[src/ptsr_map.svh]
// Register offsets, field positions and reset values of the threshold and status slice.
`ifndef PTSR_MAP_SVH
`define PTSR_MAP_SVH

// ************************************************************
// Register offsets
// ************************************************************
`define PTSR_OFS_THR_LOW_LO    8'h08
`define PTSR_OFS_THR_LOW_HI    8'h09
`define PTSR_OFS_PIN_FUNC      8'h0a
`define PTSR_OFS_POWER         8'h0b
`define PTSR_OFS_STATUS        8'h20
`define PTSR_OFS_RESULT_LO     8'h21

// ************************************************************
// Field positions and codes
// ************************************************************
`define PTSR_PIN_MODE_MSB      2
`define PTSR_PIN_MODE_OFF      3'h0
`define PTSR_PIN_MODE_WAKE     3'h1
`define PTSR_PIN_MODE_COMP     3'h2
`define PTSR_PIN_MODE_READY    3'h4
`define PTSR_POWER_BIT         0
`define PTSR_STAT_OSC_BIT      7
`define PTSR_STAT_READY_BIT    6
`define PTSR_STAT_WAKE_BIT     5
`define PTSR_STAT_COMP_BIT     4

// ************************************************************
// Reset values
// ************************************************************
`define PTSR_RST_THR_LOW       16'h0000
`define PTSR_RST_BYTE          8'h00
`define PTSR_RST_PIN_MODE      3'h0
`define PTSR_RST_POWER         1'b0
`define PTSR_RST_COMP          1'b1
`define PTSR_READ_ZERO         8'h00

`endif

[src/ptsr_pkg.sv]
// Types shared by the threshold and status slice.
package ptsr_pkg;
    typedef logic [7:0]  ptsr_byte_t;
    typedef logic [15:0] ptsr_word_t;
    typedef logic [23:0] ptsr_freq_t;
    typedef logic [2:0]  ptsr_mode_t;

    typedef enum logic [1:0] {
        PTSR_PIN_OFF,
        PTSR_PIN_WAKE,
        PTSR_PIN_COMP,
        PTSR_PIN_READY
    } ptsr_pin_fn_e;
endpackage

[src/ptsr_snap_if.sv]
// Interface between the register slice and its conversion snapshot store.
`timescale 1ns/1ps
interface ptsr_snap_if;
    import ptsr_pkg::*;
    logic       capture;
    ptsr_word_t capture_prox;
    ptsr_freq_t capture_freq;
    logic       load;
    ptsr_word_t pend_prox;
    ptsr_word_t vis_prox;
    ptsr_freq_t vis_freq;

    modport regs (
        output capture,
        output capture_prox,
        output capture_freq,
        output load,
        input  pend_prox,
        input  vis_prox,
        input  vis_freq
    );

    modport store (
        input  capture,
        input  capture_prox,
        input  capture_freq,
        input  load,
        output pend_prox,
        output vis_prox,
        output vis_freq
    );
endinterface

[src/ptsr_regs.sv]
// Low threshold, pin function, power and status registers of the proximity converter.
//
// Overview of operation
// RQ1: Writing the low LSB location only fills a buffer; active threshold unchanged.
// RQ2: Reading the low LSB location returns active threshold bits 7:0.
// RQ3: Writing the low MSB location commits it with the buffered LSB at once.
// RQ4: Reading the low MSB location returns active threshold bits 15:8.
// RQ5: Host writes the low LSB location first, then the MSB location.
// RQ6: Pin mode 100 drives the interrupt output as active-low data ready.
// RQ7: Pin mode 010 makes the interrupt output follow the comparator flag.
// RQ8: Pin mode 001 makes the interrupt output signal the wake-up event.
// RQ9: Pin mode 000 disables every pin function; other codes are reserved.
// RQ10: Power bit 0 selects standby when 0, active conversions when 1; resets 0.
// RQ11: Status bit 7 reads 1 when the oscillator is overloaded and stopped.
// RQ12: Status bit 6 reads 0 when a new result waits, else 1.
// RQ13: Status bit 5 reads 0 after a wake-up trigger, 1 when wake-up disabled.
// RQ14: Status bit 4 reads 0 above high threshold, 1 below low threshold.
// RQ15: Status and result LSB are read-only; writes to them do nothing.
// RQ16: A read of the result LSB location moves the pending result into view.
// RQ17: High threshold is updated by the same LSB-then-MSB buffered scheme.
// RQ18: Between the thresholds the comparator flag keeps its previous value.
`timescale 1ns/1ps
`include "ptsr_map.svh"
module ptsr_regs (
    input  wire logic                  clk_in,
    input  wire logic                  rst_n_in,
    input  wire logic [7:0]            reg_addr_in,
    input  wire logic                  reg_wr_in,
    input  wire ptsr_pkg::ptsr_byte_t  reg_wdata_in,
    input  wire logic                  reg_rd_in,
    output logic                       reg_rvalid_out,
    output ptsr_pkg::ptsr_byte_t       reg_rdata_out,
    input  wire logic                  result_valid_in,
    input  wire ptsr_pkg::ptsr_word_t  result_prox_in,
    input  wire ptsr_pkg::ptsr_freq_t  result_freq_in,
    input  wire ptsr_pkg::ptsr_word_t  threshold_high_in,
    input  wire logic                  oscillator_stopped_in,
    output ptsr_pkg::ptsr_word_t       threshold_low_out,
    output logic                       conversion_power_select_out,
    output ptsr_pkg::ptsr_word_t       proximity_data_out,
    output ptsr_pkg::ptsr_freq_t       frequency_count_out,
    output logic                       interrupt_out_n
);
    import ptsr_pkg::*;

    // ************************************************************
    // Helper functions
    // ************************************************************
    function automatic logic addr_is(input logic [7:0] a, input logic [7:0] ofs);
        addr_is = (a == ofs);
    endfunction

    function automatic ptsr_pin_fn_e decode_pin(input ptsr_mode_t m);
        case (m)
            `PTSR_PIN_MODE_WAKE:  decode_pin = PTSR_PIN_WAKE;
            `PTSR_PIN_MODE_COMP:  decode_pin = PTSR_PIN_COMP;
            `PTSR_PIN_MODE_READY: decode_pin = PTSR_PIN_READY;
            default:              decode_pin = PTSR_PIN_OFF;
        endcase
    endfunction

    // ************************************************************
    // Declarations
    // ************************************************************
    ptsr_byte_t   thr_low_buf_q;
    ptsr_word_t   thr_low_q;
    ptsr_mode_t   pin_mode_q;
    logic         power_q;
    logic         ready_n_q;
    logic         comp_q;
    logic         wake_hit_q;
    logic         osc_fault_q;
    logic         rvalid_q;
    ptsr_byte_t   rdata_q;
    ptsr_byte_t   rdata_d;
    logic         irq_n_q;
    logic         irq_n_d;
    logic         wr_low_lo;
    logic         wr_low_hi;
    logic         wr_pin;
    logic         wr_power;
    logic         rd_result_lo;
    logic         conv_take;
    logic         above_high;
    logic         below_low;
    logic         wake_n;
    ptsr_pin_fn_e pin_fn;
    ptsr_byte_t   status_byte;

    ptsr_snap_if  snap_bus ();

    // ************************************************************
    // Access decode
    // ************************************************************
    // Writes to the status and result locations decode to nothing.
    assign wr_low_lo    = reg_wr_in && addr_is(reg_addr_in, `PTSR_OFS_THR_LOW_LO);
    assign wr_low_hi    = reg_wr_in && addr_is(reg_addr_in, `PTSR_OFS_THR_LOW_HI);
    assign wr_pin       = reg_wr_in && addr_is(reg_addr_in, `PTSR_OFS_PIN_FUNC);
    assign wr_power     = reg_wr_in && addr_is(reg_addr_in, `PTSR_OFS_POWER);
    assign rd_result_lo = reg_rd_in && addr_is(reg_addr_in, `PTSR_OFS_RESULT_LO);

    // ************************************************************
    // Low threshold buffer
    // ************************************************************
    // RQ1: buffer only load
    always_ff @(posedge clk_in or negedge rst_n_in) begin
        if (!rst_n_in) begin
            thr_low_buf_q <= `PTSR_RST_BYTE;
        end else if (wr_low_lo) begin
            thr_low_buf_q <= reg_wdata_in;
        end
    end

    // ************************************************************
    // Active low threshold
    // ************************************************************
    // RQ3: commit both bytes
    // RQ5: LSB first relied on
    always_ff @(posedge clk_in or negedge rst_n_in) begin
        if (!rst_n_in) begin
            thr_low_q <= `PTSR_RST_THR_LOW;
        end else if (wr_low_hi) begin
            thr_low_q <= {reg_wdata_in, thr_low_buf_q};
        end
    end

    // ************************************************************
    // Pin function
    // ************************************************************
    // RQ9: reserved codes stored
    // Reserved codes are stored as written but act as disabled.
    always_ff @(posedge clk_in or negedge rst_n_in) begin
        if (!rst_n_in) begin
            pin_mode_q <= `PTSR_RST_PIN_MODE;
        end else if (wr_pin) begin
            pin_mode_q <= reg_wdata_in[`PTSR_PIN_MODE_MSB:0];
        end
    end

    assign pin_fn = decode_pin(pin_mode_q);

    // ************************************************************
    // Power setting
    // ************************************************************
    // RQ10: standby or active
    always_ff @(posedge clk_in or negedge rst_n_in) begin
        if (!rst_n_in) begin
            power_q <= `PTSR_RST_POWER;
        end else if (wr_power) begin
            power_q <= reg_wdata_in[`PTSR_POWER_BIT];
        end
    end

    // In standby results from the front end are dropped, not queued.
    assign conv_take = result_valid_in && power_q;

    // ************************************************************
    // Comparator
    // ************************************************************
    assign above_high = result_prox_in > threshold_high_in;
    assign below_low  = result_prox_in < thr_low_q;

    // RQ14: above high or below
    // RQ18: hold between thresholds
    // High wins if the thresholds are set crossed over.
    always_ff @(posedge clk_in or negedge rst_n_in) begin
        if (!rst_n_in) begin
            comp_q <= `PTSR_RST_COMP;
        end else if (conv_take) begin
            if (above_high) begin
                comp_q <= 1'b0;
            end else if (below_low) begin
                comp_q <= 1'b1;
            end
        end
    end

    // ************************************************************
    // Wake-up
    // ************************************************************
    // RQ13: wake trigger latch
    // RQ17: high threshold supplied
    // The trigger latches until wake-up mode is left.
    always_ff @(posedge clk_in or negedge rst_n_in) begin
        if (!rst_n_in) begin
            wake_hit_q <= 1'b0;
        end else if (pin_fn != PTSR_PIN_WAKE) begin
            wake_hit_q <= 1'b0;
        end else if (conv_take && above_high) begin
            wake_hit_q <= 1'b1;
        end
    end

    assign wake_n = !((pin_fn == PTSR_PIN_WAKE) && wake_hit_q);

    // ************************************************************
    // Data ready
    // ************************************************************
    // RQ12: ready flag low
    // A result arriving with the read keeps the flag low, so it is not lost.
    always_ff @(posedge clk_in or negedge rst_n_in) begin
        if (!rst_n_in) begin
            ready_n_q <= 1'b1;
        end else if (conv_take) begin
            ready_n_q <= 1'b0;
        end else if (rd_result_lo) begin
            ready_n_q <= 1'b1;
        end
    end

    // ************************************************************
    // Oscillator fault
    // ************************************************************
    // RQ11: oscillator stopped flag
    always_ff @(posedge clk_in or negedge rst_n_in) begin
        if (!rst_n_in) begin
            osc_fault_q <= 1'b0;
        end else begin
            osc_fault_q <= oscillator_stopped_in;
        end
    end

    // ************************************************************
    // Conversion snapshot
    // ************************************************************
    assign snap_bus.capture      = conv_take;
    assign snap_bus.capture_prox = result_prox_in;
    assign snap_bus.capture_freq = result_freq_in;
    // RQ16: transfer on read
    assign snap_bus.load         = rd_result_lo;

    ptsr_snapshot u_snapshot (
        .clk_in   (clk_in),
        .rst_n_in (rst_n_in),
        .snap     (snap_bus.store)
    );

    // ************************************************************
    // Status byte
    // ************************************************************
    always_comb begin
        status_byte = `PTSR_READ_ZERO;
        status_byte[`PTSR_STAT_OSC_BIT]   = osc_fault_q;
        status_byte[`PTSR_STAT_READY_BIT] = ready_n_q;
        status_byte[`PTSR_STAT_WAKE_BIT]  = wake_n;
        status_byte[`PTSR_STAT_COMP_BIT]  = comp_q;
    end

    // ************************************************************
    // Read data
    // ************************************************************
    always_comb begin
        rdata_d = `PTSR_READ_ZERO;
        case (reg_addr_in)
            // RQ2: active low byte
            `PTSR_OFS_THR_LOW_LO: begin
                rdata_d = thr_low_q[7:0];
            end
            // RQ4: active high byte
            `PTSR_OFS_THR_LOW_HI: begin
                rdata_d = thr_low_q[15:8];
            end
            `PTSR_OFS_PIN_FUNC: begin
                rdata_d[`PTSR_PIN_MODE_MSB:0] = pin_mode_q;
            end
            `PTSR_OFS_POWER: begin
                rdata_d[`PTSR_POWER_BIT] = power_q;
            end
            // RQ15: read only status
            `PTSR_OFS_STATUS: begin
                rdata_d = status_byte;
            end
            // The read that moves the result in already shows the new byte.
            `PTSR_OFS_RESULT_LO: begin
                rdata_d = snap_bus.pend_prox[7:0];
            end
            default: begin
                rdata_d = `PTSR_READ_ZERO;
            end
        endcase
    end

    always_ff @(posedge clk_in or negedge rst_n_in) begin
        if (!rst_n_in) begin
            rdata_q <= `PTSR_READ_ZERO;
        end else if (reg_rd_in) begin
            rdata_q <= rdata_d;
        end
    end

    always_ff @(posedge clk_in or negedge rst_n_in) begin
        if (!rst_n_in) begin
            rvalid_q <= 1'b0;
        end else begin
            rvalid_q <= reg_rd_in;
        end
    end

    // ************************************************************
    // Interrupt pin
    // ************************************************************
    always_comb begin
        irq_n_d = 1'b1;
        case (pin_fn)
            // RQ6: data ready pin
            PTSR_PIN_READY: irq_n_d = ready_n_q;
            // RQ7: comparator on pin
            PTSR_PIN_COMP:  irq_n_d = comp_q;
            // RQ8: wake-up on pin
            PTSR_PIN_WAKE:  irq_n_d = wake_n;
            // RQ9: all functions off
            default:        irq_n_d = 1'b1;
        endcase
    end

    // Registered so the pin never glitches while the mode field changes.
    always_ff @(posedge clk_in or negedge rst_n_in) begin
        if (!rst_n_in) begin
            irq_n_q <= 1'b1;
        end else begin
            irq_n_q <= irq_n_d;
        end
    end

    // ************************************************************
    // Outputs
    // ************************************************************
    assign reg_rvalid_out              = rvalid_q;
    assign reg_rdata_out               = rdata_q;
    assign threshold_low_out           = thr_low_q;
    assign conversion_power_select_out = power_q;
    assign proximity_data_out          = snap_bus.vis_prox;
    assign frequency_count_out         = snap_bus.vis_freq;
    assign interrupt_out_n             = irq_n_q;
endmodule

[src/ptsr_snapshot.sv]
// Pending and visible copies of one conversion result.
`timescale 1ns/1ps
module ptsr_snapshot (
    input  wire logic clk_in,
    input  wire logic rst_n_in,
    ptsr_snap_if.store snap
);
    import ptsr_pkg::*;

    ptsr_word_t pend_prox_q;
    ptsr_freq_t pend_freq_q;
    ptsr_word_t vis_prox_q;
    ptsr_freq_t vis_freq_q;

    // ************************************************************
    // Pending conversion
    // ************************************************************
    always_ff @(posedge clk_in or negedge rst_n_in) begin
        if (!rst_n_in) begin
            pend_prox_q <= 16'h0000;
            pend_freq_q <= 24'h000000;
        end else if (snap.capture) begin
            pend_prox_q <= snap.capture_prox;
            pend_freq_q <= snap.capture_freq;
        end
    end

    // ************************************************************
    // Visible copy
    // ************************************************************
    // Transfer on read start so every byte shown belongs to one conversion.
    always_ff @(posedge clk_in or negedge rst_n_in) begin
        if (!rst_n_in) begin
            vis_prox_q <= 16'h0000;
            vis_freq_q <= 24'h000000;
        end else if (snap.load) begin
            vis_prox_q <= pend_prox_q;
            vis_freq_q <= pend_freq_q;
        end
    end

    assign snap.pend_prox = pend_prox_q;
    assign snap.vis_prox  = vis_prox_q;
    assign snap.vis_freq  = vis_freq_q;
endmodule

[config.mk]
export PLATFORM = sky130hd
export DESIGN_NAME = ptsr_regs
export DESIGN_NICKNAME = d
export VERILOG_FILES = /design/src/ptsr_pkg.sv /design/src/ptsr_snap_if.sv /design/src/ptsr_regs.sv /design/src/ptsr_snapshot.sv
export VERILOG_INCLUDE_DIRS = /design/src /design/src/src
export SDC_FILE = /design/constraint.sdc
export NUM_CORES = 1
export LEC_CHECK = 0
export ABC_AREA = 1
export BUFFER_PORTS_ARGS = -buffer_cell sky130_fd_sc_hd__buf_2
export CORE_MARGIN = 5
export CORE_UTILIZATION = 48
export DETAILED_ROUTE_END_ITERATION = 16
export HOLD_SLACK_MARGIN = 0.06
export PLACE_DENSITY = 0.76
export SETUP_SLACK_MARGIN = 0.02
export SLEW_MARGIN = 20
export SYNTH_ARGS = -nofsm -noshare
export SYNTH_HDL_FRONTEND = slang
export SYNTH_SLANG_ARGS = --single-unit
[constraint.sdc]
create_clock -name clk_in -period 1.1 [get_ports clk_in]
set_input_delay 0.165 -clock clk_in [delete_from_list [all_inputs] [get_ports clk_in]]
set_output_delay 0.165 -clock clk_in [all_outputs]
set_load 0.05 [all_outputs]
Word-level counts from Yosys, hierarchy flattened
Cells that the tools add are included.
Widths: inputs -> output; s select.
Operators by class
  shifts and indexed selects: 0
  equal/unequal tests: 13
  $add $sub $neg: 0
  $lt $le $gt $ge: 2
  muxes and demuxes: 11
  bitwise gates (word level): 0
  divide/modulo/power cells: 0
  reduce and logical (&&, ||, !) cells: 13
  multiply operators: 0
Operators with widths (number)
  $eq 8x4->1 const B: 4
  $pmux 5 s4: 1
  $eq 8x6->1 const B: 2
  $gt 16x16->1: 1
  $lt 16x16->1: 1
  $logic_and 1x1->1: 8
  $pmux 2 s4: 1
  $mux 1: 6
  $pmux 2 s3: 1
  $reduce_bool 2->1: 3
  $pmux 1 s5: 1
  $eq 2x2->1 const B: 2
  $eq 3x1->1 const B: 1
  $eq 3x2->1 const B: 1
  $eq 3x3->1 const B: 1
  $pmux 1 s3: 1
  $eq 2x1->1 const B: 1
  $ne 2x1->1 const B: 1
  $reduce_and 2->1: 1
  $logic_not 1->1: 1
Word-level totals
  memories: 0
  latch bits: 0
  register bits: 122
  memory bits (read-only): 0
  input port bits: 78
  bits in writable memories: 0
  output and inout bits: 67
  logic and storage cells: 54

Depth between registers and ports, before layout
  depth in word-level cells: 6
  gate-level depth with buffers: 13
  gate-level depth less buffers: 13

Hierarchy
From an unflattened synthesis, not the netlist that was laid out.
Unflattened totals
  cells, all modules: 686
  area total of the unflattened synthesis: 5953.2 µm²
Modules (own cells, without submodules)
  ptsr_snapshot: cells an instance 340, area an instance 3194.3 µm², seq. area each 2001.9 µm², times used 1
  ptsr_regs: cells an instance 346, area an instance 2758.9 µm², seq. area each 1054.8 µm², times used 1

Worst setup path before layout
No wires, ideal clock.
  path type: reg-to-reg
  from: register thr_low_q[5], in the netlist threshold_low_out[5]
  to: register comp_q
  period minus slack after synthesis: 1.620 ns
  path slack: -0.520 ns
  setup time: 0.073 ns
  path buffers: 0
  arrival: 1.547 ns
  required time: 1.027 ns
  stages on the path, launching flop included: 10
  cell sequence: dfrtp_1 > inv_1 > ha_1 > a21oi_1 > nor2_1 > nor3_1 > nand2_1 > nand2_1 > nand2_1 > a21oi_1
On the way
  longest elaborated chain between the ends: 3
RTL lines
  start: declaration: line ptsr_regs.sv:66  | ptsr_word_t thr_low_q;
  start signal: assignment: line ptsr_regs.sv:121  | thr_low_q <= `PTSR_RST_THR_LOW;
  start signal: assignment: line ptsr_regs.sv:123  | thr_low_q <= {reg_wdata_in, thr_low_buf_q};
  $lt 16x16->1: line ptsr_regs.sv:161  | assign below_low = result_prox_in < thr_low_q;
  $reduce_bool 2->1 (no line)
  $reduce_and 2->1 (no line)
  end signal: assignment: line ptsr_regs.sv:168  | comp_q <= `PTSR_RST_COMP;
  end: declaration: line ptsr_regs.sv:70  | logic comp_q;
No other way between the ends.
A chain may end at the register's enable or synchronous reset.

Worst setup path in the final report
  from: register thr_low_q[7], in the netlist threshold_low_out[7]
  to: register comp_q
The elaborated chain is that of the path after synthesis.

==> out/metrics.cfg <==
[finish]
postLayoutCoreUtil_pct=89.55
fin_area_sq_um=10620
fillers=416
fin_cells=1175
layout_common_cells=nand2_1, nand2_2, dfrtp_1, buf_6, buf_4
syn_to_final_growth_pct=84.66
layout_commonest_cell=nand2_1
drive_gt1_share_pct=56.23
diodes=0
nets=1125

[logic_synthesis]
synth_cells=677
ys_seq_elements=122
synth_area_sq_um=5752
ys_seq_area_share_pct=53.14
synth_fp_nets=786
ys_types=36
synth_area_per_cell_sq_um=8.496
yosys_warnings=0

[drt]
ant_nets=0
routed_wl_um=28990
drt_iter0_drc=777
firstDrtPassIters=5
via_count=6921
drc=0
via_per_inst=5.890
routedWlPerCell_um=24.67

[timing]
final-max-slew-violation-count=0
fin_skew_ns=0.01063
setup_viol=159
post-route-period-util_pct=137.4
worst_pin_slew_ns=0.4433
fmax_ghz=0.6616
final.min_clock_period_ns=1.512
rsz0062_at_grt=yes
finalWorstSetupSlack_ns=-0.4115
hold_viol_final=0
slew_headroom_pct=70.37

[clock_tree]
cts_tree=yes
clk_latency_ns=0.42
cts-root-buf=clkbuf_16
clk_pin_slew_ns=0.06
cts_buffers=17
cts_max_level=4
cts.sinks=122
clk_path_buf_depth=2

[floorplan]
row_count=40
dieArea_sq_um=14270
dieWidth_um=119.5
initial_core_util_pct=48.49
io-pin-count=145
core_sq_um=11860
die_y_um=119.5

[place]
dpl_cell_area_sq_um=7298
gp_congestion=0.8474
dp.cells=1015
dp_slack_ns=-0.3391
portBuffers=144
post-dp-hpwl_um=11430

[setup_path]
r2r-start=threshold_low_out[7]
cp-start-kind=flop
endpoint_kind=flop
arrival_ns=1.86
required_ns=1.45
critPathLaunch=threshold_low_out[7]
critical_path_class=reg2reg
worst-path-max-fanout=2

[outcome]
violations=setup timing
status=complete, but fails checks

[pwr]
p_leak_nw=5.712
power_mw=14.06
peakVddDrop_mv=1.377
powerDensity_nw_per_um2=1324

[global_routing]
first_global_vias=6444
grt-ovfl-total=0
grt_use_total_pct=28.96
grt_pass1_wl_um=32440
antenna_found_initial=0
grt_max_degree=45

[hold_path]
min_from=reg_wdata_in[0]
hold_path_class=in2reg

[run]
cap_violations=0

## critical path: stages (launching register included)
cell and delay (ns):
dfrtp_2 0.41, inv_1 0.07, ha_1 0.24, nand2_1 0.09, inv_1 0.06, nor3_2 0.18, nand2_1 0.10, nand2_1 0.09
nand2_2 0.06, a21oi_2 0.13
## state kept, by name (all words and copies together) (netlist names), 3 cells and up
name                       count
u_snapshot.snap.vis_prox      16
threshold_low_out             16
pin_mode_q                     3
u_snapshot.pend_freq_q        24
thr_low_buf_q                  8
u_snapshot.snap.pend_prox     16
u_snapshot.snap.vis_freq      24
reg_rdata_out                  8
## report_power, final
part	internal [mW]	switching (mW)	leakage, nW
Combinational	1.07	1.46	3.79
Sequential	5.01	0.533	1.61
Clock	3.85	2.13	0.306
Total	9.93	4.13	5.71
## area by class of cell
| cell class | count | area, sq um | share of cell area, % |
|---|---|---|---|
| Inverter | 66 | 280.3 | 2.639 |
| Timing Repair inverter | 6 | 77.57 | 0.7304 |
| Clock buffer | 24 | 501.7 | 4.724 |
| Tap cell | 147 | 183.9 | 1.732 |
| Multi-Input combinational cell | 469 | 3194 | 30.07 |
| Clock inverter | 7 | 113.9 | 1.072 |
| Timing Repair Buffer | 334 | 3192 | 30.05 |
| Sequential cell | 122 | 3078 | 28.98 |
## path summary, 6_finish.rpt
kind,endpoint,slack (ns),depth (start not counted)
max,comp_q,-0.41,9
min,thr_low_buf_q[0],0.07,3
max reg2reg,comp_q,-0.41,9
min reg2reg,u_snapshot.snap.vis_freq[14],0.48,2
max in group asynchronous,interrupt_out_n,0.35,3
min in group asynchronous,u_snapshot.snap.vis_prox[15],0.21,2
## kinds of logic after synthesis
family,share of synthesized area [%]
compound gates,6.983
fa+ha+maj,6.743
mux,1.827
simple gates,24.89
buf+inv,6.417
flops,53.14
## per-stage QoR
step,hold slack (ns),setup TNS [ns]
3_5_place_dp,0.05688,-21.47
2_1_floorplan,-0.1306,-3.020
4_1_cts,0.06131,-8.938
3_3_place_gp,0.05866,-18.91
5_1_grt,0.08977,-25.25
6_report,0.06885,-20.32
## layer usage
| layer | GRT usage, % | wire (um) |
|---|---|---|
| met4 | 12.31 | 2277 |
| met3 | 7.455 | 2763 |
| met2 | 49.12 | 13990 |
| met5 | 0 | 0 |
| met1 | 34.96 | 9959 |
## synth_stat cells, drive strengths merged
cell type	instances	area, sq um
a211oi	1	7.510
a21o	1	7.510
a21oi	15	75.07
buf	12	91.34
clkbuf	8	30.03
clkinv	1	3.750
dfrtp	119	2978
dfstp	3	78.83
ha	31	387.9
inv	65	244.0
mux2	8	105.1
nand2	326	1244
nand3	5	25.02
nand4	4	25.02
nor2	16	70.07
nor3	5	47.54
nor3b	1	7.510
nor4	1	6.260
o211ai	1	7.510
o21a	1	7.510
o21ai	50	280.3
o21bai	1	7.510
o311ai	1	8.760
or2	1	6.260
## timing repair
action | 4_1_cts | 5_1_grt
endpoints found under the hold margin | 158 | 0
gates resized for setup | 271 | 205
hold buffers | 36 | 0
setup endpoints to repair | 96 | 162
gates cloned | 7 | 12
pin swaps | 21 | 74
buffers inserted | 45 | 51
Note: power is estimated with default switching activity, not from simulation.
